[src/hw/tmop_defs.vh]
`ifndef TMOP_DEFS_VH
`define TMOP_DEFS_VH

// Register byte offsets
`define TMOP_OFF_IDLE_CTL 8'h04
`define TMOP_OFF_CMP_MODE 8'h18
`define TMOP_OFF_CHAN_EN 8'h20
`define TMOP_OFF_CMP_VALUE 8'h34
`define TMOP_OFF_PROTECT 8'h44
`define TMOP_OFF_BURST_CFG 8'h48
`define TMOP_OFF_BURST_WIN 8'h4c
`define TMOP_OFF_OPTION 8'hfc

// Reset value of every register
`define TMOP_RST_REG 16'h0000

// output_protect_control fields
`define TMOP_B_PRIMARY_OUTPUT_ENABLE 15
`define TMOP_B_AUTO_OUTPUT_ENABLE 14
`define TMOP_B_BREAK_POLARITY 13
`define TMOP_B_BREAK_ENABLE 12
`define TMOP_B_ROS 11
`define TMOP_B_IOS 10
`define TMOP_B_PROTECT_LEVEL_HI 9
`define TMOP_B_PROTECT_LEVEL_LO 8
`define TMOP_B_DT_HI 7
`define TMOP_B_DT_LO 0

// Idle level fields
`define TMOP_B_IDLE 8
`define TMOP_B_IDLE_N 9

// Compare mode fields
`define TMOP_B_MODE_HI 1
`define TMOP_B_MODE_LO 0
`define TMOP_B_SHADOW 3
`define TMOP_B_ACT_HI 6
`define TMOP_B_ACT_LO 4
`define TMOP_MODE_OUTPUT 2'h0

// Channel enable fields
`define TMOP_B_EN 0
`define TMOP_B_POL 1
`define TMOP_B_NEN 2
`define TMOP_B_NPOL 3

// Burst config fields
`define TMOP_B_CNT_HI 12
`define TMOP_B_CNT_LO 8
`define TMOP_B_START_HI 4
`define TMOP_B_START_LO 0

// Option fields
`define TMOP_B_SKIP 1
`define TMOP_B_OUTPUT_OFF_SELECT 0

// Protect levels
`define TMOP_PROTECT_LEVEL_OFF 2'h0
`define TMOP_PROTECT_LEVEL_L3 2'h3

// Dead-time encoding bases
`define TMOP_DT_BASE_MID 10'h040
`define TMOP_DT_BASE_HI 10'h020

// AXI responses
`define TMOP_RESP_OKAY 2'h0
`define TMOP_RESP_SLVERR 2'h2

`endif

[src/hw/tmop_top.v]
`timescale 1ns/1ps
`include "tmop_defs.vh"
// How it works
// - Auto enable sets output enable on update
// - Active break clears output enable immediately
// - Outputs need output enable plus channel bits
// - Break polarity selects active pin level
// - Break enable gates pin and clock failure
// - Run off-state select governs disabled outputs
// - Idle off-state select governs outputs when off
// - Level one locks idle, break, dead-time bits
// - Higher levels lock polarity, off-state, compare
// - Protect level writable once after reset
// - Dead time low encodings: x1, x2
// - Dead time high encodings: x8, x16
// - Burst count bounds window accesses
// - Start index selects first window register
// - Window access redirects to start plus index
// - Hardware advances and wraps burst index
// - Same-value compare writes optionally skipped
// - Output off select disables outputs when idle and idle off-state select is clear
module tmop_top (
	// Clock and reset
	input wire clk,
	input wire nrst,
	// AXI4-Lite write address
	input wire s_axi_awvalid,
	output wire s_axi_awready,
	input wire [7:0] s_axi_awaddr,
	// AXI4-Lite write data
	input wire s_axi_wvalid,
	output wire s_axi_wready,
	input wire [31:0] s_axi_wdata,
	input wire [3:0] s_axi_wstrb,
	// AXI4-Lite write response
	output wire s_axi_bvalid,
	input wire s_axi_bready,
	output wire [1:0] s_axi_bresp,
	// AXI4-Lite read address
	input wire s_axi_arvalid,
	output wire s_axi_arready,
	input wire [7:0] s_axi_araddr,
	// AXI4-Lite read data
	output wire s_axi_rvalid,
	input wire s_axi_rready,
	output wire [31:0] s_axi_rdata,
	output wire [1:0] s_axi_rresp,
	// Timer kernel events
	input wire update_event,
	input wire compare_ref,
	// Break sources
	input wire break_input_pin,
	input wire clock_monitor,
	// Power stage outputs
	output reg channel_out,
	output reg channel_out_oe,
	output reg channel_out_compl,
	output reg channel_out_compl_oe,
	output wire primary_output_enable
);

	// Bus state
	reg aw_got_q, w_got_q, bvalid_q, rvalid_q;
	reg [1:0] w_strb_q, bresp_q, rresp_q;
	reg [7:0] aw_addr_q;
	reg [15:0] w_data_q;
	reg [31:0] rdata_q;

	// Register fields
	reg idle_level_q, compl_idle_level_q, compare_shadow_enable_q, protect_level_locked_q;
	reg channel_enable_bit_q, channel_polarity_bit_q, compl_channel_enable_bit_q, compl_polarity_bit_q;
	reg primary_output_enable_q, auto_output_enable_q, break_polarity_q, break_enable_q;
	reg run_offstate_select_q, idle_offstate_select_q, same_value_write_skip_q, output_off_select_q;
	reg [1:0] ch_mode_q, protect_level_q;
	reg [2:0] compare_action_q;
	reg [4:0] burst_count_q, burst_start_index_q, burst_idx_q;
	reg [7:0] dead_time_config_q;
	reg [15:0] compare_value_q;

	// Dead-time generator state
	reg ref_q, main_q, compl_q;
	reg [9:0] dt_cnt_q;

	// Read view of one register: hit flag and data
	function [16:0] rd_word;
		input [7:0] a;
		begin
			rd_word = {1'b1, 16'h0000};
			case (a)
				`TMOP_OFF_IDLE_CTL: begin
					rd_word[`TMOP_B_IDLE] = idle_level_q;
					rd_word[`TMOP_B_IDLE_N] = compl_idle_level_q;
				end
				`TMOP_OFF_CMP_MODE: begin
					rd_word[`TMOP_B_MODE_HI:`TMOP_B_MODE_LO] = ch_mode_q;
					rd_word[`TMOP_B_SHADOW] = compare_shadow_enable_q;
					rd_word[`TMOP_B_ACT_HI:`TMOP_B_ACT_LO] = compare_action_q;
				end
				`TMOP_OFF_CHAN_EN: begin
					rd_word[`TMOP_B_EN] = channel_enable_bit_q;
					rd_word[`TMOP_B_POL] = channel_polarity_bit_q;
					rd_word[`TMOP_B_NEN] = compl_channel_enable_bit_q;
					rd_word[`TMOP_B_NPOL] = compl_polarity_bit_q;
				end
				`TMOP_OFF_CMP_VALUE: begin
					rd_word[15:0] = compare_value_q;
				end
				`TMOP_OFF_PROTECT: begin
					rd_word[15:0] = {primary_output_enable_q, auto_output_enable_q, break_polarity_q, break_enable_q,
						run_offstate_select_q, idle_offstate_select_q, protect_level_q, dead_time_config_q};
				end
				`TMOP_OFF_BURST_CFG: begin
					rd_word[`TMOP_B_CNT_HI:`TMOP_B_CNT_LO] = burst_count_q;
					rd_word[`TMOP_B_START_HI:`TMOP_B_START_LO] = burst_start_index_q;
				end
				`TMOP_OFF_OPTION: begin
					rd_word[`TMOP_B_SKIP] = same_value_write_skip_q;
					rd_word[`TMOP_B_OUTPUT_OFF_SELECT] = output_off_select_q;
				end
				default: begin
					rd_word = 17'h0_0000;
				end
			endcase
		end
	endfunction

	// Dead-time length in clock cycles
	function [9:0] dt_len;
		input [7:0] d;
		reg [9:0] t;
		begin
			t = 10'h000;
			dt_len = 10'h000;
			casez (d[7:5])
				3'b0??: begin
					dt_len = {2'b00, d};
				end
				3'b10?: begin
					t = {4'h0, d[5:0]} + `TMOP_DT_BASE_MID;
					dt_len = {t[8:0], 1'b0};
				end
				3'b110: begin
					t = {5'h00, d[4:0]} + `TMOP_DT_BASE_HI;
					dt_len = {t[6:0], 3'b000};
				end
				default: begin
					t = {5'h00, d[4:0]} + `TMOP_DT_BASE_HI;
					dt_len = {t[5:0], 4'h0};
				end
			endcase
		end
	endfunction

	// Burst window redirect target
	wire [5:0] win_sum = {1'b0, burst_start_index_q} + {1'b0, burst_idx_q};
	wire [7:0] win_addr = {win_sum, 2'b00};
	wire aw_is_win = ({aw_addr_q[7:2], 2'b00} == `TMOP_OFF_BURST_WIN);
	wire ar_is_win = ({s_axi_araddr[7:2], 2'b00} == `TMOP_OFF_BURST_WIN);
	wire [7:0] wr_addr = aw_is_win ? win_addr : {aw_addr_q[7:2], 2'b00};
	wire [7:0] rd_addr = ar_is_win ? win_addr : {s_axi_araddr[7:2], 2'b00};

	// Handshakes
	assign s_axi_awready = ~aw_got_q & ~bvalid_q;
	assign s_axi_wready = ~w_got_q & ~bvalid_q;
	assign s_axi_arready = ~rvalid_q & ~aw_got_q & ~w_got_q;
	assign s_axi_bvalid = bvalid_q;
	assign s_axi_bresp = bresp_q;
	assign s_axi_rvalid = rvalid_q;
	assign s_axi_rdata = rdata_q;
	assign s_axi_rresp = rresp_q;
	wire ar_fire = s_axi_arvalid & s_axi_arready;
	wire wr_go = aw_got_q & w_got_q & ~bvalid_q;

	// Write merge with byte strobes
	wire [16:0] wr_view = rd_word(wr_addr);
	wire [16:0] rd_view = rd_word(rd_addr);
	wire wr_hit = wr_view[16];
	wire [15:0] wr_mask = {{8{w_strb_q[1]}}, {8{w_strb_q[0]}}};
	wire [15:0] wd = (wr_view[15:0] & ~wr_mask) | (w_data_q & wr_mask);
	wire wr_en = wr_go & wr_hit;
	wire wr_protect_level = wr_en & (wr_addr == `TMOP_OFF_PROTECT);

	// Protection levels
	wire lock1 = (protect_level_q != `TMOP_PROTECT_LEVEL_OFF);
	wire lock2 = protect_level_q[1];
	wire lock3 = (protect_level_q == `TMOP_PROTECT_LEVEL_L3);
	wire out_mode = (ch_mode_q == `TMOP_MODE_OUTPUT);

	// Break detection
	wire brk_pin_act = break_polarity_q ? break_input_pin : ~break_input_pin;
	wire brk_active = break_enable_q & (brk_pin_act | clock_monitor);
	wire primary_output_enable_eff = primary_output_enable_q & ~brk_active;
	assign primary_output_enable = primary_output_enable_eff;

	// AXI channel state
	always @(posedge clk) begin
		if (!nrst) begin
			aw_got_q <= 1'b0;
			aw_addr_q <= 8'h00;
			w_got_q <= 1'b0;
			w_data_q <= 16'h0000;
			w_strb_q <= 2'b00;
			bvalid_q <= 1'b0;
			bresp_q <= `TMOP_RESP_OKAY;
			rvalid_q <= 1'b0;
			rdata_q <= 32'h0000_0000;
			rresp_q <= `TMOP_RESP_OKAY;
		end else begin
			if (s_axi_awvalid && s_axi_awready) begin
				aw_got_q <= 1'b1;
				aw_addr_q <= s_axi_awaddr;
			end
			if (s_axi_wvalid && s_axi_wready) begin
				w_got_q <= 1'b1;
				w_data_q <= s_axi_wdata[15:0];
				w_strb_q <= s_axi_wstrb[1:0];
			end
			if (wr_go) begin
				aw_got_q <= 1'b0;
				w_got_q <= 1'b0;
				bvalid_q <= 1'b1;
				bresp_q <= wr_hit ? `TMOP_RESP_OKAY : `TMOP_RESP_SLVERR;
			end else if (bvalid_q && s_axi_bready) begin
				bvalid_q <= 1'b0;
			end
			if (ar_fire) begin
				rvalid_q <= 1'b1;
				rdata_q <= {16'h0000, rd_view[15:0]};
				rresp_q <= rd_view[16] ? `TMOP_RESP_OKAY : `TMOP_RESP_SLVERR;
			end else if (rvalid_q && s_axi_rready) begin
				rvalid_q <= 1'b0;
			end
		end
	end

	// Primary output enable
	always @(posedge clk) begin
		if (!nrst) begin
			primary_output_enable_q <= 1'b0;
		end else if (brk_active) begin
			primary_output_enable_q <= 1'b0;
		end else if (update_event && auto_output_enable_q) begin
			primary_output_enable_q <= 1'b1;
		end else if (wr_protect_level) begin
			primary_output_enable_q <= wd[`TMOP_B_PRIMARY_OUTPUT_ENABLE];
		end
	end

	// Burst index
	always @(posedge clk) begin
		if (!nrst) begin
			burst_idx_q <= 5'h00;
		end else if (wr_en && wr_addr == `TMOP_OFF_BURST_CFG) begin
			burst_idx_q <= 5'h00;
		end else if ((wr_go && aw_is_win) || (ar_fire && ar_is_win)) begin
			if (burst_idx_q >= burst_count_q) begin
				burst_idx_q <= 5'h00;
			end else begin
				burst_idx_q <= burst_idx_q + 5'h01;
			end
		end
	end

	// Register writes
	always @(posedge clk) begin
		if (!nrst) begin
			idle_level_q <= 1'b0;
			compl_idle_level_q <= 1'b0;
			ch_mode_q <= 2'b00;
			compare_shadow_enable_q <= 1'b0;
			compare_action_q <= 3'b000;
			channel_enable_bit_q <= 1'b0;
			channel_polarity_bit_q <= 1'b0;
			compl_channel_enable_bit_q <= 1'b0;
			compl_polarity_bit_q <= 1'b0;
			compare_value_q <= `TMOP_RST_REG;
			auto_output_enable_q <= 1'b0;
			break_polarity_q <= 1'b0;
			break_enable_q <= 1'b0;
			run_offstate_select_q <= 1'b0;
			idle_offstate_select_q <= 1'b0;
			protect_level_q <= `TMOP_PROTECT_LEVEL_OFF;
			protect_level_locked_q <= 1'b0;
			dead_time_config_q <= 8'h00;
			burst_count_q <= 5'h00;
			burst_start_index_q <= 5'h00;
			same_value_write_skip_q <= 1'b0;
			output_off_select_q <= 1'b0;
		end else if (wr_en) begin
			case (wr_addr)
				`TMOP_OFF_IDLE_CTL: begin
					if (!lock1) begin
						idle_level_q <= wd[`TMOP_B_IDLE];
						compl_idle_level_q <= wd[`TMOP_B_IDLE_N];
					end
				end
				`TMOP_OFF_CMP_MODE: begin
					ch_mode_q <= wd[`TMOP_B_MODE_HI:`TMOP_B_MODE_LO];
					if (!(lock3 && out_mode)) begin
						compare_shadow_enable_q <= wd[`TMOP_B_SHADOW];
						compare_action_q <= wd[`TMOP_B_ACT_HI:`TMOP_B_ACT_LO];
					end
				end
				`TMOP_OFF_CHAN_EN: begin
					channel_enable_bit_q <= wd[`TMOP_B_EN];
					compl_channel_enable_bit_q <= wd[`TMOP_B_NEN];
					if (!(lock2 && out_mode)) begin
						channel_polarity_bit_q <= wd[`TMOP_B_POL];
						compl_polarity_bit_q <= wd[`TMOP_B_NPOL];
					end
				end
				`TMOP_OFF_CMP_VALUE: begin
					if (!(same_value_write_skip_q && wd == compare_value_q)) begin
						compare_value_q <= wd;
					end
				end
				`TMOP_OFF_PROTECT: begin
					if (!lock1) begin
						auto_output_enable_q <= wd[`TMOP_B_AUTO_OUTPUT_ENABLE];
						break_polarity_q <= wd[`TMOP_B_BREAK_POLARITY];
						break_enable_q <= wd[`TMOP_B_BREAK_ENABLE];
						dead_time_config_q <= wd[`TMOP_B_DT_HI:`TMOP_B_DT_LO];
					end
					if (!lock2) begin
						run_offstate_select_q <= wd[`TMOP_B_ROS];
						idle_offstate_select_q <= wd[`TMOP_B_IOS];
					end
					if (!protect_level_locked_q) begin
						protect_level_q <= wd[`TMOP_B_PROTECT_LEVEL_HI:`TMOP_B_PROTECT_LEVEL_LO];
					end
					protect_level_locked_q <= 1'b1;
				end
				`TMOP_OFF_BURST_CFG: begin
					burst_count_q <= wd[`TMOP_B_CNT_HI:`TMOP_B_CNT_LO];
					burst_start_index_q <= wd[`TMOP_B_START_HI:`TMOP_B_START_LO];
				end
				`TMOP_OFF_OPTION: begin
					same_value_write_skip_q <= wd[`TMOP_B_SKIP];
					output_off_select_q <= wd[`TMOP_B_OUTPUT_OFF_SELECT];
				end
				default: begin
				end
			endcase
		end
	end

	// Dead-time insertion on reference edges
	always @(posedge clk) begin
		if (!nrst) begin
			ref_q <= 1'b0;
			main_q <= 1'b0;
			compl_q <= 1'b0;
			dt_cnt_q <= 10'h000;
		end else if (compare_ref != ref_q) begin
			ref_q <= compare_ref;
			dt_cnt_q <= dt_len(dead_time_config_q);
			if (compare_ref) begin
				compl_q <= 1'b0;
			end else begin
				main_q <= 1'b0;
			end
		end else if (dt_cnt_q != 10'h000) begin
			dt_cnt_q <= dt_cnt_q - 10'h001;
		end else begin
			main_q <= ref_q;
			compl_q <= ~ref_q;
		end
	end

	// Output stage
	always @* begin
		channel_out = 1'b0;
		channel_out_oe = 1'b0;
		channel_out_compl = 1'b0;
		channel_out_compl_oe = 1'b0;
		if (out_mode) begin
			if (primary_output_enable_eff) begin
				channel_out_oe = channel_enable_bit_q | run_offstate_select_q;
				channel_out_compl_oe = compl_channel_enable_bit_q | run_offstate_select_q;
				channel_out = (channel_enable_bit_q & main_q) ^ channel_polarity_bit_q;
				channel_out_compl = (compl_channel_enable_bit_q & compl_q) ^ compl_polarity_bit_q;
			end else if (idle_offstate_select_q) begin
				channel_out_oe = channel_enable_bit_q;
				channel_out_compl_oe = compl_channel_enable_bit_q;
				channel_out = idle_level_q;
				channel_out_compl = compl_idle_level_q;
			end else if (output_off_select_q) begin
				channel_out_oe = 1'b0;
				channel_out_compl_oe = 1'b0;
			end
		end
	end

endmodule // tmop_top

[config.mk]
export PLATFORM = sky130hd
export DESIGN_NAME = tmop_top
export DESIGN_NICKNAME = d
export VERILOG_FILES = /design/src/hw/tmop_top.v
export VERILOG_INCLUDE_DIRS = /design/src /design/src/hw
export SDC_FILE = /design/constraint.sdc
export NUM_CORES = 1
export LEC_CHECK = 0
export ABC_AREA = 1
export BUFFER_PORTS_ARGS = -buffer_cell sky130_fd_sc_hd__buf_2
export CAP_MARGIN = 20
export CELL_PAD_IN_SITES_DETAIL_PLACEMENT = 1
export CELL_PAD_IN_SITES_GLOBAL_PLACEMENT = 1
export CORE_AREA = 3 3 137 139
export CTS_CLUSTER_DIAMETER = 200
export CTS_CLUSTER_SIZE = 20
export DETAILED_ROUTE_END_ITERATION = 6
export DIE_AREA = 0 0 140 142
export GPL_TIMING_DRIVEN = 0
export HOLD_SLACK_MARGIN = 0.05
export PLACE_DENSITY = 0.78
export SYNTH_ARGS = -nofsm -noshare
export SYNTH_HDL_FRONTEND = slang
export SYNTH_SLANG_ARGS = --single-unit
[constraint.sdc]
create_clock -name clk -period 3.3 [get_ports clk]
set_input_delay 0.165 -clock clk [delete_from_list [all_inputs] [get_ports clk]]
set_output_delay 0.165 -clock clk [all_outputs]
set_load 0.05 [all_outputs]
Word-level counts from Yosys, hierarchy flattened. Index checks and enable logic that the tools add are counted.

Register bits after elaboration: 125. Bits in latches: 0. RAM bits: 0. ROM bits: 0. Input port bits: 63. Output and inout bits: 46. Memories: 0.

$add $sub $neg: 5. $mul: 0. Div/mod/pow operators: 0. $lt $le $gt $ge: 1. Equality and inequality tests: 24. Shift-type cells: 0. Mux-type cells: 53. Bitwise logic cells: 37. Reduce and logical (&&, ||, !) cells: 38.

Operators with widths (count): 16-bit AND (2); 8-bit by 6-bit == test with 1-bit output (second input constant) (4); 8-bit by 7-bit == test with 1-bit output (second input constant) (4); 10-bit case mux with 3 select lines (1); 1-bit 2-to-1 mux (27); 2-bit case mux with 6 select lines (2); 3-bit AND reduction (7); 10-bit 2-to-1 mux (2); 3-bit case mux with 3 select lines (2); 16-bit == test (1); 8-bit by 3-bit == test with 1-bit output (second input constant) (2); 8-bit by 5-bit == test with 1-bit output (second input constant) (2); 8-bit == test (second input constant) (2); 8-bit 2-to-1 mux (2); 16-bit NOT (1); 16-bit bitwise OR (1); 1-bit case mux with 4 select lines (4); 2-bit case mux with 4 select lines (2); 1-bit NOT (15); 2-bit AND reduction (7); 7-bit OR reduction (2); 1-bit AND (13); 6-bit by 5-bit == test with 1-bit output (second input constant) (2); 2-bit case mux with 3 select lines (2); 23 further kinds (49).

Depth between registers and ports, before layout. Gate-level depths: netlist of run 1.

Depth after elaboration: 10. Mapped depth: 24.

Worst setup path after synthesis of run 1. No wires, ideal clock.

Path type: flip-flop to flip-flop. Start: register rvalid_q, in the netlist s_axi_rvalid. End: register burst_idx_q[1]. Library setup time: 0.130 ns. Arrival time: 2.787 ns. Slack: 0.383 ns. Stages on the path, launching flop included: 7. Clock period less this slack: 2.917 ns. Path through: dfxtp_1 -> nor3_1 -> nand2_1 -> o22ai_1 -> inv_1 -> o211ai_1 -> nor3_1.

Word-level cells in the longest chain between the ends: 6.

Ends and longest elaborated chain: start: declaration (RTL line tmop_top.v:63) `reg aw_got_q, w_got_q, bvalid_q, rvalid_q;`; start signal: assignment (RTL line tmop_top.v:205) `rvalid_q <= 1'b0;`; start signal: assignment (RTL line tmop_top.v:227) `rvalid_q <= 1'b1;`; start signal: assignment (RTL line tmop_top.v:231) `rvalid_q <= 1'b0;`; 1-bit NOT (RTL line tmop_top.v:165) `assign s_axi_arready = ~rvalid_q & ~aw_got_q & ~w_got_q;`; 1-bit AND (2 in series) (RTL line tmop_top.v:165); named net s_axi_arready (RTL line tmop_top.v:41) `output wire s_axi_arready,`; 1-bit AND (RTL line tmop_top.v:171) `wire ar_fire = s_axi_arvalid & s_axi_arready;`; 1-bit logical AND (RTL line tmop_top.v:255) `end else if ((wr_go && aw_is_win) || (ar_fire && ar_is_win)) begin`; 1-bit logical OR (RTL line tmop_top.v:255); end signal: assignment (RTL line tmop_top.v:259) `burst_idx_q <= burst_idx_q + 5'h01;`; end: declaration (RTL line tmop_top.v:76) `reg [4:0] burst_count_q, burst_start_index_q, burst_idx_q;`.

The timed path passes the listed nets, and every way through them passes these cells. A chain may end at the register's enable or synchronous reset.

Worst setup path after layout of run 1.
Start: register burst_idx_q[0]. End: register compare_value_q[1].

Word-level cells in the longest chain between the ends: 10. Elaborated cells between the ends (all ways): 27.

Ends and longest elaborated chain: 5-bit by 5-bit adder with 6-bit output * (RTL line tmop_top.v:155) `wire [5:0] win_sum = {1'b0, burst_start_index_q} + {1'b0, burst_idx_q};`; 8-bit 2-to-1 mux * (RTL line tmop_top.v:159) `wire [7:0] wr_addr = aw_is_win ? win_addr : {aw_addr_q[7:2], 2'b00};`; 8-bit == test, or another cell as far along (RTL line tmop_top.v:89) `case (a)`; 2-bit case mux with 6 select lines, or another cell as far along (RTL line tmop_top.v:89); 16-bit AND (RTL line tmop_top.v:179) `wire [15:0] wd = (wr_view[15:0] & ~wr_mask) | (w_data_q & wr_mask);`; 16-bit bitwise OR (RTL line tmop_top.v:179); 16-bit == test (RTL line tmop_top.v:313) `if (!(same_value_write_skip_q && wd == compare_value_q)) begin`; 1-bit logical AND (RTL line tmop_top.v:313); 1-bit NOT (no source line); 3-bit AND reduction (no source line); end signal: assignment (RTL line tmop_top.v:276) `` compare_value_q <= `TMOP_RST_REG; ``; end signal: assignment (RTL line tmop_top.v:314) `compare_value_q <= wd;`; end: declaration (RTL line tmop_top.v:78) `reg [15:0] compare_value_q;`.

Mark *: on every way between the ends. The rest lies on a longest branch, timed or not.

==> impl_results.md, run 1 <==
* HPWL after detailed placement at 21700 um
* Initial DRT Pass Iterations at 5
* # setup viols final at 25
* Routed WL at 33200 um
* Sequential Area at 2440 um^2
* Placed Area at 7890 um^2
* Ys Warns at 0
* Final worst-path cycle share at 105%
* Kind of start point of the critical path: flop
* Fin Hold WS at 0.0738 ns
* Total die area at 19900 um^2
* WS Path Type: flop to flop
* Peak supply drop at 0.000395 V
* Slew margin rel. at 34.3%
* N_diodes at 0
* Nets at 1355
* First-pass GRT wire length at 48600 um
* Die X at 140 um
* Layout area overhead at 36.4%
* Initial antenna violation count at 0
* DR iter-0 viols at 822
* Fillcell total at 2320
* WP buf/inv at 2
* I/O Buffers at 68
* Unrepaired setup endpoints after global routing: yes
* Power Density at 502 nW/um^2
* Layout cells sized above 1 at 26.4%
* Worst skew pair latency at 0.43 ns
* Slew @ Worst Pin at 0.982 ns
* Post-synth cell types at 41
* Fin Clk Skew at 0.0108 ns
* Detail Route Antenna Nets at 0
* Status: finished, violations left
* Final Cell Area at 9830 um^2
* Boundary pin count at 109
* Largest net degree at the start of global routing at 17
* RePlAce Congestion at 0.966
* Crit-path leading delay family: simple AND/OR/NAND/NOR gates
* Syn Area/Cell at 6.54 um^2
* Hold crit path type: primary input to flop
* GRT Util Overall at 31.3%
* CP Capture Type: flop
* Failing checks: negative setup slack
* Max Freq at 287 MHz
* Vias at 8768
* Routed vias/inst at 5.77
* Post-route DRC at 0
* Leakage power at 4.28 nW
* H-tree Lvls at 4
* Crit-path cells: ha_4 > fa_2 > nor2_1 > nand4_1 > nand2_2 > nand2_4 > nor2_4 > buf_6 > nand3_1 > nand2_2 > nor2_2 > nand2_2 > nand2_4 > nand2_1 > nand3_1 > nor2_2 > nand3_4 > buf_8 > a21oi_1 > nor2_1
* Most common cell type on the critical path: nand2_2
* Slowest CP cell: fa_2
* Starting Density at 40.5%
* Post-Syn Area at 7200 um^2
* Post-synthesis register bit count at 121
* Total power at 4.93 mW
* Cells after Synth at 1101
* Multi-input logic area at 4460 um^2
* Sequential area share after synthesis at 33.6%
* CP max stage delay at 0.46 ns
* Data arrival, critical path at 3.80 ns
* Clock sink total at 121
* Post-route setup slack at -0.179 ns
* Rows at 49
* Number of global-route vias before repair at 8656
* Slew Viols, Final at 0
* Max_cap viols at 0
* Clock root buffer: clkbuf_16
* Core footprint at 17800 um^2
* Min Tclk post-route at 3.48 ns
* CP Data Required Time at 3.62 ns
* Clock buffer depth at 2
* Fin. Hold Viols at 0
* Clock-pin slew of the registers on the worst-case setup and hold paths at 0.06 ns
* Chip height at 142 um
* Crit Path Max Fanout at 6
* CTS Buf Count at 17
* CTS tree: built
* Drt wl/cell at 21.8 um
* GRT overflow at 0
## through the flow
step / utilization, % / worst slack [ns] / setup TNS (ns) / instances
finish: 55.3 / -0.179 / -2.94 / 1519
global route: 55.3 / -0.298 / -5.88 / 1519
CTS: 52.7 / 0.000310 / 0 / 1503
detailed placement: 44.4 / -0.595 / -15.83 / 1415
global placement: 44.4 / -0.514 / -12.76 / 1415
floorplan: - / 0.383 / 0 / 1118
## state kept, by name, summed over array words and instances (netlist names), 2 cells and up
signal / flops
dead_time_config_q: 8
ch_mode_q: 2
burst_start_index_q: 5
s_axi_rdata: 16
compare_value_q: 16
compare_action_q: 3
w_strb_q: 2
aw_addr_q: 6
burst_idx_q: 5
protect_level_q: 2
dt_cnt_q: 10
burst_count_q: 5
w_data_q: 16
## layout by cell type (no fill, tap or decap), types with 8 or more instances in the layout
cell / Yosys / routed
a21oi_1: 90 / 75
or2_2: 10 / 10
o22ai_1: 27 / 27
buf_6: 7 / 12
buf_4: 21 / 55
o21ai_0: 79 / 79
a21oi_2: 1 / 13
nor2_2: 2 / 14
conb_1: 1 / 18
nand2_2: 11 / 42
nor2_1: 153 / 135
nand2_1: 194 / 155
buf_2: 4 / 72
dlygate4sd3_1: 0 / 25
inv_1: 134 / 131
nand3_1: 115 / 88
clkbuf_1: 22 / 20
nand3_2: 8 / 30
clkbuf_16: 0 / 18
ha_1: 14 / 11
nor3_1: 14 / 14
nand4_1: 9 / 9
nand2_4: 0 / 8
dfxtp_1: 121 / 114
nor2_4: 4 / 10
a211oi_1: 11 / 11
## routing by layer
| metal | GRT usage, % | part of all wire, % |
|---|---|---|
| met3 | 7.49 | 8.7 |
| met4 | 14.3 | 5.0 |
| met2 | 52.4 | 48 |
| met1 | 38.4 | 39 |
| met5 | 0 | 0 |
## worst register-to-register path, stage by stage (launching register included)
cell and delay (ns):
dfxtp_4 0.36, ha_4 0.17, fa_2 0.47, nor2_1 0.12, nand4_1 0.10, nand2_2 0.14
nand2_4 0.08, nor2_4 0.28, buf_6 0.16, nand3_1 0.11, nand2_2 0.11, nor2_2 0.06
nand2_2 0.12, nand2_4 0.07, nand2_1 0.11, nand3_1 0.11, nor2_2 0.17, nand3_4 0.21
buf_8 0.21, a21oi_1 0.15, nor2_1 0.07
## path summary, 6_finish.rpt
| check | start | to | slack, ns | depth (start not counted) |
|---|---|---|---|---|
| hold reg to reg | s_axi_rdata[5]$_SDFFE_PN0P_ | s_axi_rdata[5]$_SDFFE_PN0P_ | 0.47 | 2 |
| setup / recovery | burst_idx_q[0]$_SDFFE_PP0P_ | compare_value_q[1]$_SDFFE_PN0P_ | -0.18 | 20 |
| hold / removal | s_axi_wstrb[1] | w_strb_q[1]$_SDFFE_PN0P_ | 0.07 | 3 |
| setup reg to reg | burst_idx_q[0]$_SDFFE_PP0P_ | compare_value_q[1]$_SDFFE_PN0P_ | -0.18 | 20 |
## synthesized netlist by cell type, drive strengths merged
library cell	instances	area share (%)
a22oi	1	0.10
nor2	159	8.8
dfxtp	121	34
fa	1	0.28
o22ai	27	2.3
o221ai	8	0.97
buf	36	3.9
o21ai	81	5.6
ha	14	2.4
inv	138	7.2
nor3	14	0.97
a31oi	4	0.35
o21a	3	0.31
clkbuf	22	1.1
nand3	123	9.1
nand2	205	11
xor2	4	0.49
a221oi	1	0.12
clkinv	1	0.052
nor4	2	0.17
xnor2	2	0.24
or2	10	0.87
nand4	12	1.3
a211oi	11	1.1
o211ai	7	0.73
a21oi	91	6.4
conb	1	0.052
a311oi	1	0.12
and2	1	0.087
## area by class of cell
class                      instances  area share, %
inverter                         139           5.31
sequential                       121           24.8
timing repair buffer             140           10.8
clock inverter                    12           2.00
clock buffer                      20           4.55
tap                              229           2.92
multi-input combinational        800           45.4
buffer                            58           4.16
## power breakdown
group	internal (mW)	total, mW	switching (mW)
Combinational	0.412	1.21	0.798
Clock	1.36	2.08	0.720
Sequential	1.56	1.64	0.0789
## logic make-up after synthesis
| kind of cell | Yosys count | synth area share (%) |
|---|---|---|
| and+or+nand+nor | 526 | 32.3 |
| xor gates and xnor gates | 6 | 0.730 |
| other | 1 | 0.0521 |
| DFF | 121 | 33.6 |
| adders and majority gates | 15 | 2.71 |
| buffers and inverters | 197 | 12.3 |
| AOI/OAI and AO/OA | 235 | 18.2 |
## repair_timing
action / 4_1_cts / 5_1_grt
gates cloned: 5 / 1
hold endpoints to repair: 25 / 0
gates resized for setup: 90 / 85
setup buffers: 26 / 15
pin swaps: 31 / 47
hold buffers: 25 / 0
endpoints found under the setup margin: 44 / 50
(Power assumes the default switching activity.)
==> inputs of run 2 (changes only) <==
CORE_AREA = 3 3 139 141   (was 3 3 137 139)
DIE_AREA = 0 0 142 144   (was 0 0 140 142)
PLACE_DENSITY = 0.76   (was 0.78)
==> run 2 against run 1 <==
Register-to-register slack worse by 0.08 ns. Sequential share of layout area shrank 0.75 points. Cell area increased by 3.0%. The run still ends with negative setup slack left. Hold slack got worse by 0.0093 ns. Flip-flop and latch count unchanged. Maximum frequency is 2.3% lower. Critical path depth grew 5. Setup slack got worse by 0.082 ns. Sequential power barely moved. Clock skew decreased by 0.0014 ns.
==> impl_results.md, run 2 (synthesized netlist as in run 1, its figures left out) <==
* Slew @ Worst Pin at 1.11 ns (+0.126 ns)
* Most frequent cells in the layout: nand2_1, inv_1, nor2_1, dfxtp_1, o21ai_0
* Post-route DRC at 0 (unchanged)
* Core footprint at 18100 um^2 (+1.7%)
* Power Density at 487 nW/um^2 (-2.9%)
* Clock-pin slew of the registers on the worst-case setup and hold paths at 0.06 ns (about the same)
* Routed WL at 34700 um (+4.4%)
* # setup viols final at 22 (-12%)
* CP Capture Type: flop
* I/O Buffers at 68 (unchanged)
* Post-route setup slack at -0.261 ns (-0.0819 ns)
* Commonest non-fill, non-tap cell in the layout: nand2_1
* RePlAce Congestion at 0.944 (-2.3%)
* Nets at 1369 (+1.0%)
* Worst Hold End: aw_addr_q[5]$_SDFFE_PN0P_
* Boundary pin count at 109 (unchanged)
* Final worst-path cycle share at 108% (+2.5 points)
* Routed vias/inst at 5.85 (+1.4%)
* Starting Density at 39.8% (-0.69 points)
* WS Path Type: flop to flop
* First-pass GRT wire length at 46400 um (-4.7%)
* R2R Path End: compare_value_q[8]$_SDFFE_PN0P_
* R2r setup slk at -0.26 ns (-0.08 ns)
* Clock sink total at 121 (unchanged)
* Fillcell total at 2319 (-0.043%)
* Clock root buffer: clkbuf_16
* Drt wl/cell at 22.6 um (+3.5%)
* Fin Clk Skew at 0.00942 ns (-0.00139 ns)
* Layout cells sized above 1 at 29.5% (+3.0 points)
* Layout area overhead at 40.6%
* CP Data Required Time at 3.63 ns (about the same)
* Number of global-route vias before repair at 8315 (-3.9%)
* Max Freq at 281 MHz (-2.3%)
* GRT overflow at 0 (unchanged)
* Status: finished, violations left
* CTS tree: built
* Hold Crit Depth at 3 (unchanged)
* Unrepaired setup endpoints after global routing: yes
* Reg2reg start: burst_idx_q[0]$_SDFFE_PP0P_
* CTS Buf Count at 17 (unchanged)
* Kind of start point of the critical path: flop
* Chip height at 144 um (+1.4%)
* Rows at 49 (unchanged)
* N_diodes at 0 (unchanged)
* Leakage power at 4.40 nW (+2.7%)
* Failing checks: negative setup slack
* Largest net degree at the start of global routing at 17 (unchanged)
* Min-delay src: s_axi_awaddr[5]
* GRT Util Overall at 29.7% (-1.6 points)
* Slew Viols, Final at 0 (unchanged)
* Detail Route Antenna Nets at 0 (unchanged)
* Hold crit path type: primary input to flop
* Die X at 142 um (+1.4%)
* Peak supply drop at 0.000442 V (+12%)
* Total die area at 20400 um^2 (+2.9%)
* Worst skew pair latency at 0.44 ns (about the same)
* Data arrival, critical path at 3.89 ns (+0.09 ns)
* Initial antenna violation count at 1 (+1)
* Max_cap viols at 0 (unchanged)
* Setup TNS at -3.14 ns (-0.201 ns)
* Vias at 8963 (+2.2%)
* Initial DRT Pass Iterations at 6 (+1)
* Clock buffer depth at 2 (unchanged)
* Min Tclk post-route at 3.56 ns (+0.0819 ns)
* Crit Path Max Fanout at 10 (+4)
* Fin. Hold Viols at 0 (unchanged)
* HPWL after detailed placement at 21500 um (-0.80%)
* DR iter-0 viols at 882 (+7.3%)
* R2R depth at 25 (+25%)
* Pre-CTS setup slack at -0.582 ns (+0.0134 ns)
* H-tree Lvls at 4 (unchanged)
* Slew margin rel. at 25.9% (-8.4 points)
[run 2: cell types whose count changed in the layout (fill, tap and decap cells not counted), sizes merged]
cell and delta:
buf +11, bufbuf +1, bufinv -1, clkbuf +5, clkinvlp -2, inv -1
[run 2: worst max path at each step]
stage	start	to	cells past startpoint
final	burst_idx_q[0]$_SDFFE_PP0P_	compare_value_q[8]$_SDFFE_PN0P_	25
after global routing	burst_idx_q[0]$_SDFFE_PP0P_	compare_value_q[8]$_SDFFE_PN0P_	25
after CTS	burst_idx_q[0]$_SDFFE_PP0P_	compare_value_q[14]$_SDFFE_PN0P_	21
after detailed placement	burst_idx_q[0]$_SDFFE_PP0P_	compare_value_q[9]$_SDFFE_PN0P_	23
after global placement	burst_idx_q[0]$_SDFFE_PP0P_	compare_value_q[5]$_SDFFE_PN0P_	23
after floorplan	s_axi_rvalid$_SDFFE_PN0P_	burst_idx_q[1]$_SDFFE_PP0P_	6
[run 2: metrics by stage]
step           instances  total power [mW]  area (um^2)  hold WS, ns  utilization, %
3_5_place_dp        1415              2.67         7890        0.423            43.6
2_1_floorplan       1118              2.39         7270        0.328               -
3_3_place_gp        1415              2.65         7890        0.412            43.6
4_1_cts             1496              4.74         9210       0.0616            50.9
6_report            1532              4.93        10100       0.0644            56.0
5_1_grt             1532              5.12        10100       0.0872            56.0
[run 2: what timing repair did]
item | CTS | global route
setup buffers | 23 | 34
endpoints found under the hold margin | 25 | 0
cloned | 2 | 2
gates resized for setup | 68 | 156
hold buffers | 25 | 0
pin swaps | 10 | 61
endpoints found under the setup margin | 45 | 42
[run 2: critical path: stages, from the launching register on]
cell       delay (ns)
dfxtp_4          0.37
ha_4             0.17
fa_2             0.39
buf_6            0.14
nand3_4          0.08
nand2_2          0.06
nand2_2          0.08
nand3_4          0.11
nand2_4          0.11
nor2_4           0.05
buf_12           0.13
buf_12           0.14
nand3_1          0.09
nand2_1          0.08
nor2_1           0.15
nand2_1          0.15
a21oi_2          0.31
nor2_1           0.09
nand2_1          0.11
nor2_4           0.05
nand3_4          0.08
buf_6            0.13
clkbuf_16        0.15
nand3_2          0.05
nand2_1          0.10
nor2_1           0.06
[run 2: routing by layer]
layer	track usage (%)	part of all wire (%)	wire (um)	up-vias
met5	0	0	0	-
met4	12.9	5.7	1980	0
met3	5.03	8.9	3090	155
met2	49.3	47	16100	526
met1	38.1	39	13500	4283
li1	-	-	-	3999
[run 2: final cells by class]
class / count / area, um^2 / share of cell area [%]
plain buffers: 58 / 435 / 4.30
inverters: 139 / 522 / 5.15
clock inverters: 8 / 143 / 1.41
flip-flops and latches: 121 / 2440 / 24.1
clock buffers: 23 / 478 / 4.72
repair buffers: 154 / 1210 / 11.9
multi-input cells: 800 / 4620 / 45.6
well taps: 229 / 287 / 2.83
[run 2: power breakdown]
part	total (mW)	internal, mW	switching (mW)
Sequential	1.63	1.56	0.0707
Clock	2.03	1.31	0.715
Combinational	1.27	0.448	0.819
==> inputs of run 3 (changes only) <==
BUFFER_PORTS_ARGS = -buffer_cell sky130_fd_sc_hd__buf_4   (was -buffer_cell sky130_fd_sc_hd__buf_2)
==> run 3 against run 2 <==
The run still ends with negative setup slack left. Combinational power about the same. Utilization shrank 0.28 points. Clock skew rose by 0.0015 ns. Global-route usage up 0.072 points. Cell area down 0.51%. Cell count decreased by 0.91%. Wire length shrank 4.5%.
==> impl_results.md, run 3 (synthesized netlist as in run 1, its figures left out) <==
* Starting Density at 39.8% (unchanged)
* Largest net degree at the start of global routing at 17 (unchanged)
* Slew margin rel. at 31.8% (+6.0 points)
* Nets at 1354 (-1.1%)
* Clock buffer depth at 2 (unchanged)
* CTS Buf Count at 17 (unchanged)
* Clock root buffer: clkbuf_16
* Detail Route Antenna Nets at 0 (unchanged)
* Total power at 4.94 mW (+0.12%)
* Core footprint at 18100 um^2 (unchanged)
* Slew Viols, Final at 0 (unchanged)
* Leakage power at 4.33 nW (-1.6%)
* Routed vias/inst at 5.76 (-1.6%)
* Commonest non-fill, non-tap cell in the layout: nand2_1
* GRT Util Overall at 29.8% (+0.072 points)
* Fin. Hold Viols at 0 (unchanged)
* I/O Buffers at 68 (unchanged)
* # setup viols final at 16 (-27%)
* Total die area at 20400 um^2 (unchanged)
* Data arrival, critical path at 3.91 ns (+0.02 ns)
* Max Freq at 283 MHz (+0.85%)
* Int Pwr at 3.27 mW (-1.8%)
* Peak supply drop at 0.000428 V (-3.1%)
* Crit-path cells: ha_4 > fa_2 > nand3_2 > nand2_1 > nand2_1 > nand3_2 > nand2_2 > nor2_4 > buf_12 > buf_8 > nand3_1 > o21ai_0 > nor2_1 > nand2_1 > nand2_2 > nand2_1 > nand2_1 > nand3_1 > nor2_4 > nand3_4 > nand3_2 > nand2_1 > nor2_2
* Min-delay src: compare_ref
* Fin Clk Skew at 0.0110 ns (+0.00153 ns)
* Routed WL at 33100 um (-4.5%)
* Boundary pin count at 109 (unchanged)
* Reg2reg start: burst_idx_q[0]$_SDFFE_PP0P_
* Post-layout util at 55.7% (-0.28 points)
* Most common cell type on the critical path: nand2_1
* WS Path Type: flop to flop
* Failing checks: negative setup slack
* Crit Path Max Fanout at 10 (unchanged)
* Final worst-path cycle share at 107% (-0.91 points)
* Sequential power share at 33.1% (about the same)
* First-pass GRT wire length at 46400 um (+0.12%)
* DR iter-0 viols at 704 (-20%)
* Hold crit path type: primary input to flop
* Slew @ Worst Pin at 1.02 ns (-0.0892 ns)
* Rows at 49 (unchanged)
* GRT overflow at 0 (unchanged)
* Initial antenna violation count at 0 (-1)
* CP Data Required Time at 3.68 ns (+0.05 ns)
* Clock sink total at 121 (unchanged)
* N_diodes at 0 (unchanged)
* Layout area overhead at 39.9%
* CP startpoint: burst_idx_q[0]$_SDFFE_PP0P_
* Switching pwr at 1.67 mW (+4.2%)
* Post-route DRC at 0 (unchanged)
* Clock-pin slew of the registers on the worst-case setup and hold paths at 0.07 ns (about the same)
* Clock Power Share at 41.6% (+0.4 points)
* Layout cells sized above 1 at 27.5% (-2.0 points)
* Kind of start point of the critical path: flop
* Vias at 8741 (-2.5%)
* Power Density at 490 nW/um^2 (+0.63%)
* Slowest CP cell: fa_2
* DP Cell Count at 1415 (unchanged)
* Setup TNS at -2.30 ns (+0.838 ns)
* Die X at 142 um (unchanged)
* Power share of the combinational group at 25.3% (-0.4 points)
* HPWL after detailed placement at 21400 um (-0.29%)
* Placed Area at 8060 um^2 (+2.2%)
* Min Tclk post-route at 3.53 ns (-0.0299 ns)
* Status: finished, violations left
* Chip height at 144 um (unchanged)
* Drt wl/cell at 21.8 um (-3.6%)
* Number of global-route vias before repair at 8445 (+1.6%)
* CP max stage delay at 0.38 ns (about the same)
* RePlAce Congestion at 0.948 (+0.42%)
* Fin cells at 1518 (-0.91%)
* CP Capture Type: flop
* H-tree Lvls at 4 (unchanged)
* Initial DRT Pass Iterations at 6 (unchanged)
* Final Cell Area at 10100 um^2 (-0.51%)
* Most frequent cells in the layout: nand2_1, nor2_1, inv_1, buf_4, dfxtp_1
* Max_cap viols at 0 (unchanged)
* CTS tree: built
* Switching Fraction at 33.9% (+1.3 points)
* R2r setup slk at -0.23 ns (+0.03 ns)
* Post-route setup slack at -0.231 ns (+0.0299 ns)
* Unrepaired setup endpoints after global routing: yes
* Worst skew pair latency at 0.44 ns (about the same)
run 3: cell count changes in the layout (fill, tap and decap cells not counted), moves of 4 or more:
cell     change
nand2_1      +4
buf_4       +63
nand2_2     -11
a21oi_1      +4
nand3_2     -13
a21oi_2      -4
buf_6        -5
nand2_4      +7
buf_2       -70
nand3_1     +12
run 3: what timing repair did:
action                                  CTS  global route
hold buffers                             26             0
endpoints found under the hold margin    26             0
cloned                                    3             2
setup buffers                            17            25
pin swaps                                12            60
gates resized for setup                  62           138
endpoints found under the setup margin   45            48
run 3: power by group through the flow:
| stage | Combinational [mW] | Clock, mW | Sequential (mW) |
|---|---|---|---|
| 2_1_floorplan | 0.692 | 0 | 1.70 |
| 3_3_place_gp | 1.01 | 0 | 1.66 |
| 3_5_place_dp | 1.03 | 0 | 1.67 |
| 4_1_cts | 1.11 | 2.04 | 1.64 |
| 5_1_grt | 1.37 | 2.12 | 1.65 |
| 6_report | 1.25 | 2.05 | 1.63 |
run 3: path summary, 6_finish.rpt:
kind                                endpoint  cells past startpoint
max          compare_value_q[2]$_SDFFE_PN0P_                     23
min                     compl_q$_SDFFE_PN0P_                      3
max reg2reg  compare_value_q[2]$_SDFFE_PN0P_                     23
min reg2reg      s_axi_rdata[2]$_SDFFE_PN0P_                      2
run 3: area by class of cell:
class | instances | area, um^2
multi-input cells | 800 | 4570
flip-flops and latches | 121 | 2440
fillers | 2348 | 8010
inverters | 139 | 522
well taps | 229 | 287
repair buffers | 139 | 1210
plain buffers | 58 | 420
clock buffers | 18 | 429
clock inverters | 14 | 195
run 3: routing by layer:
metal  track usage [%]  vias to the layer above  share of wire [%]
met1              37.2                     4201                 40
li1                  -                     3971                  -
met3              5.85                      135                7.9
met4              14.7                        0                5.4
met5                 0                        -                  0
met2              49.2                      434                 46
run 3: critical path, delay by kind of cell, from the launching register on:
family | cells | cell delay [ns]
fa+ha+maj | 2 | 0.55
compound gates | 1 | 0.10
buf+inv | 2 | 0.29
flops | 1 | 0.37
simple gates | 18 | 2.12
run 3: metrics by stage:
stage / hold slack, ns / setup WS [ns]
4_1_cts: 0.0729 / -0.00565
3_3_place_gp: 0.414 / -0.473
2_1_floorplan: 0.328 / 0.383
5_1_grt: 0.0933 / -0.330
6_report: 0.0638 / -0.231
3_5_place_dp: 0.425 / -0.547
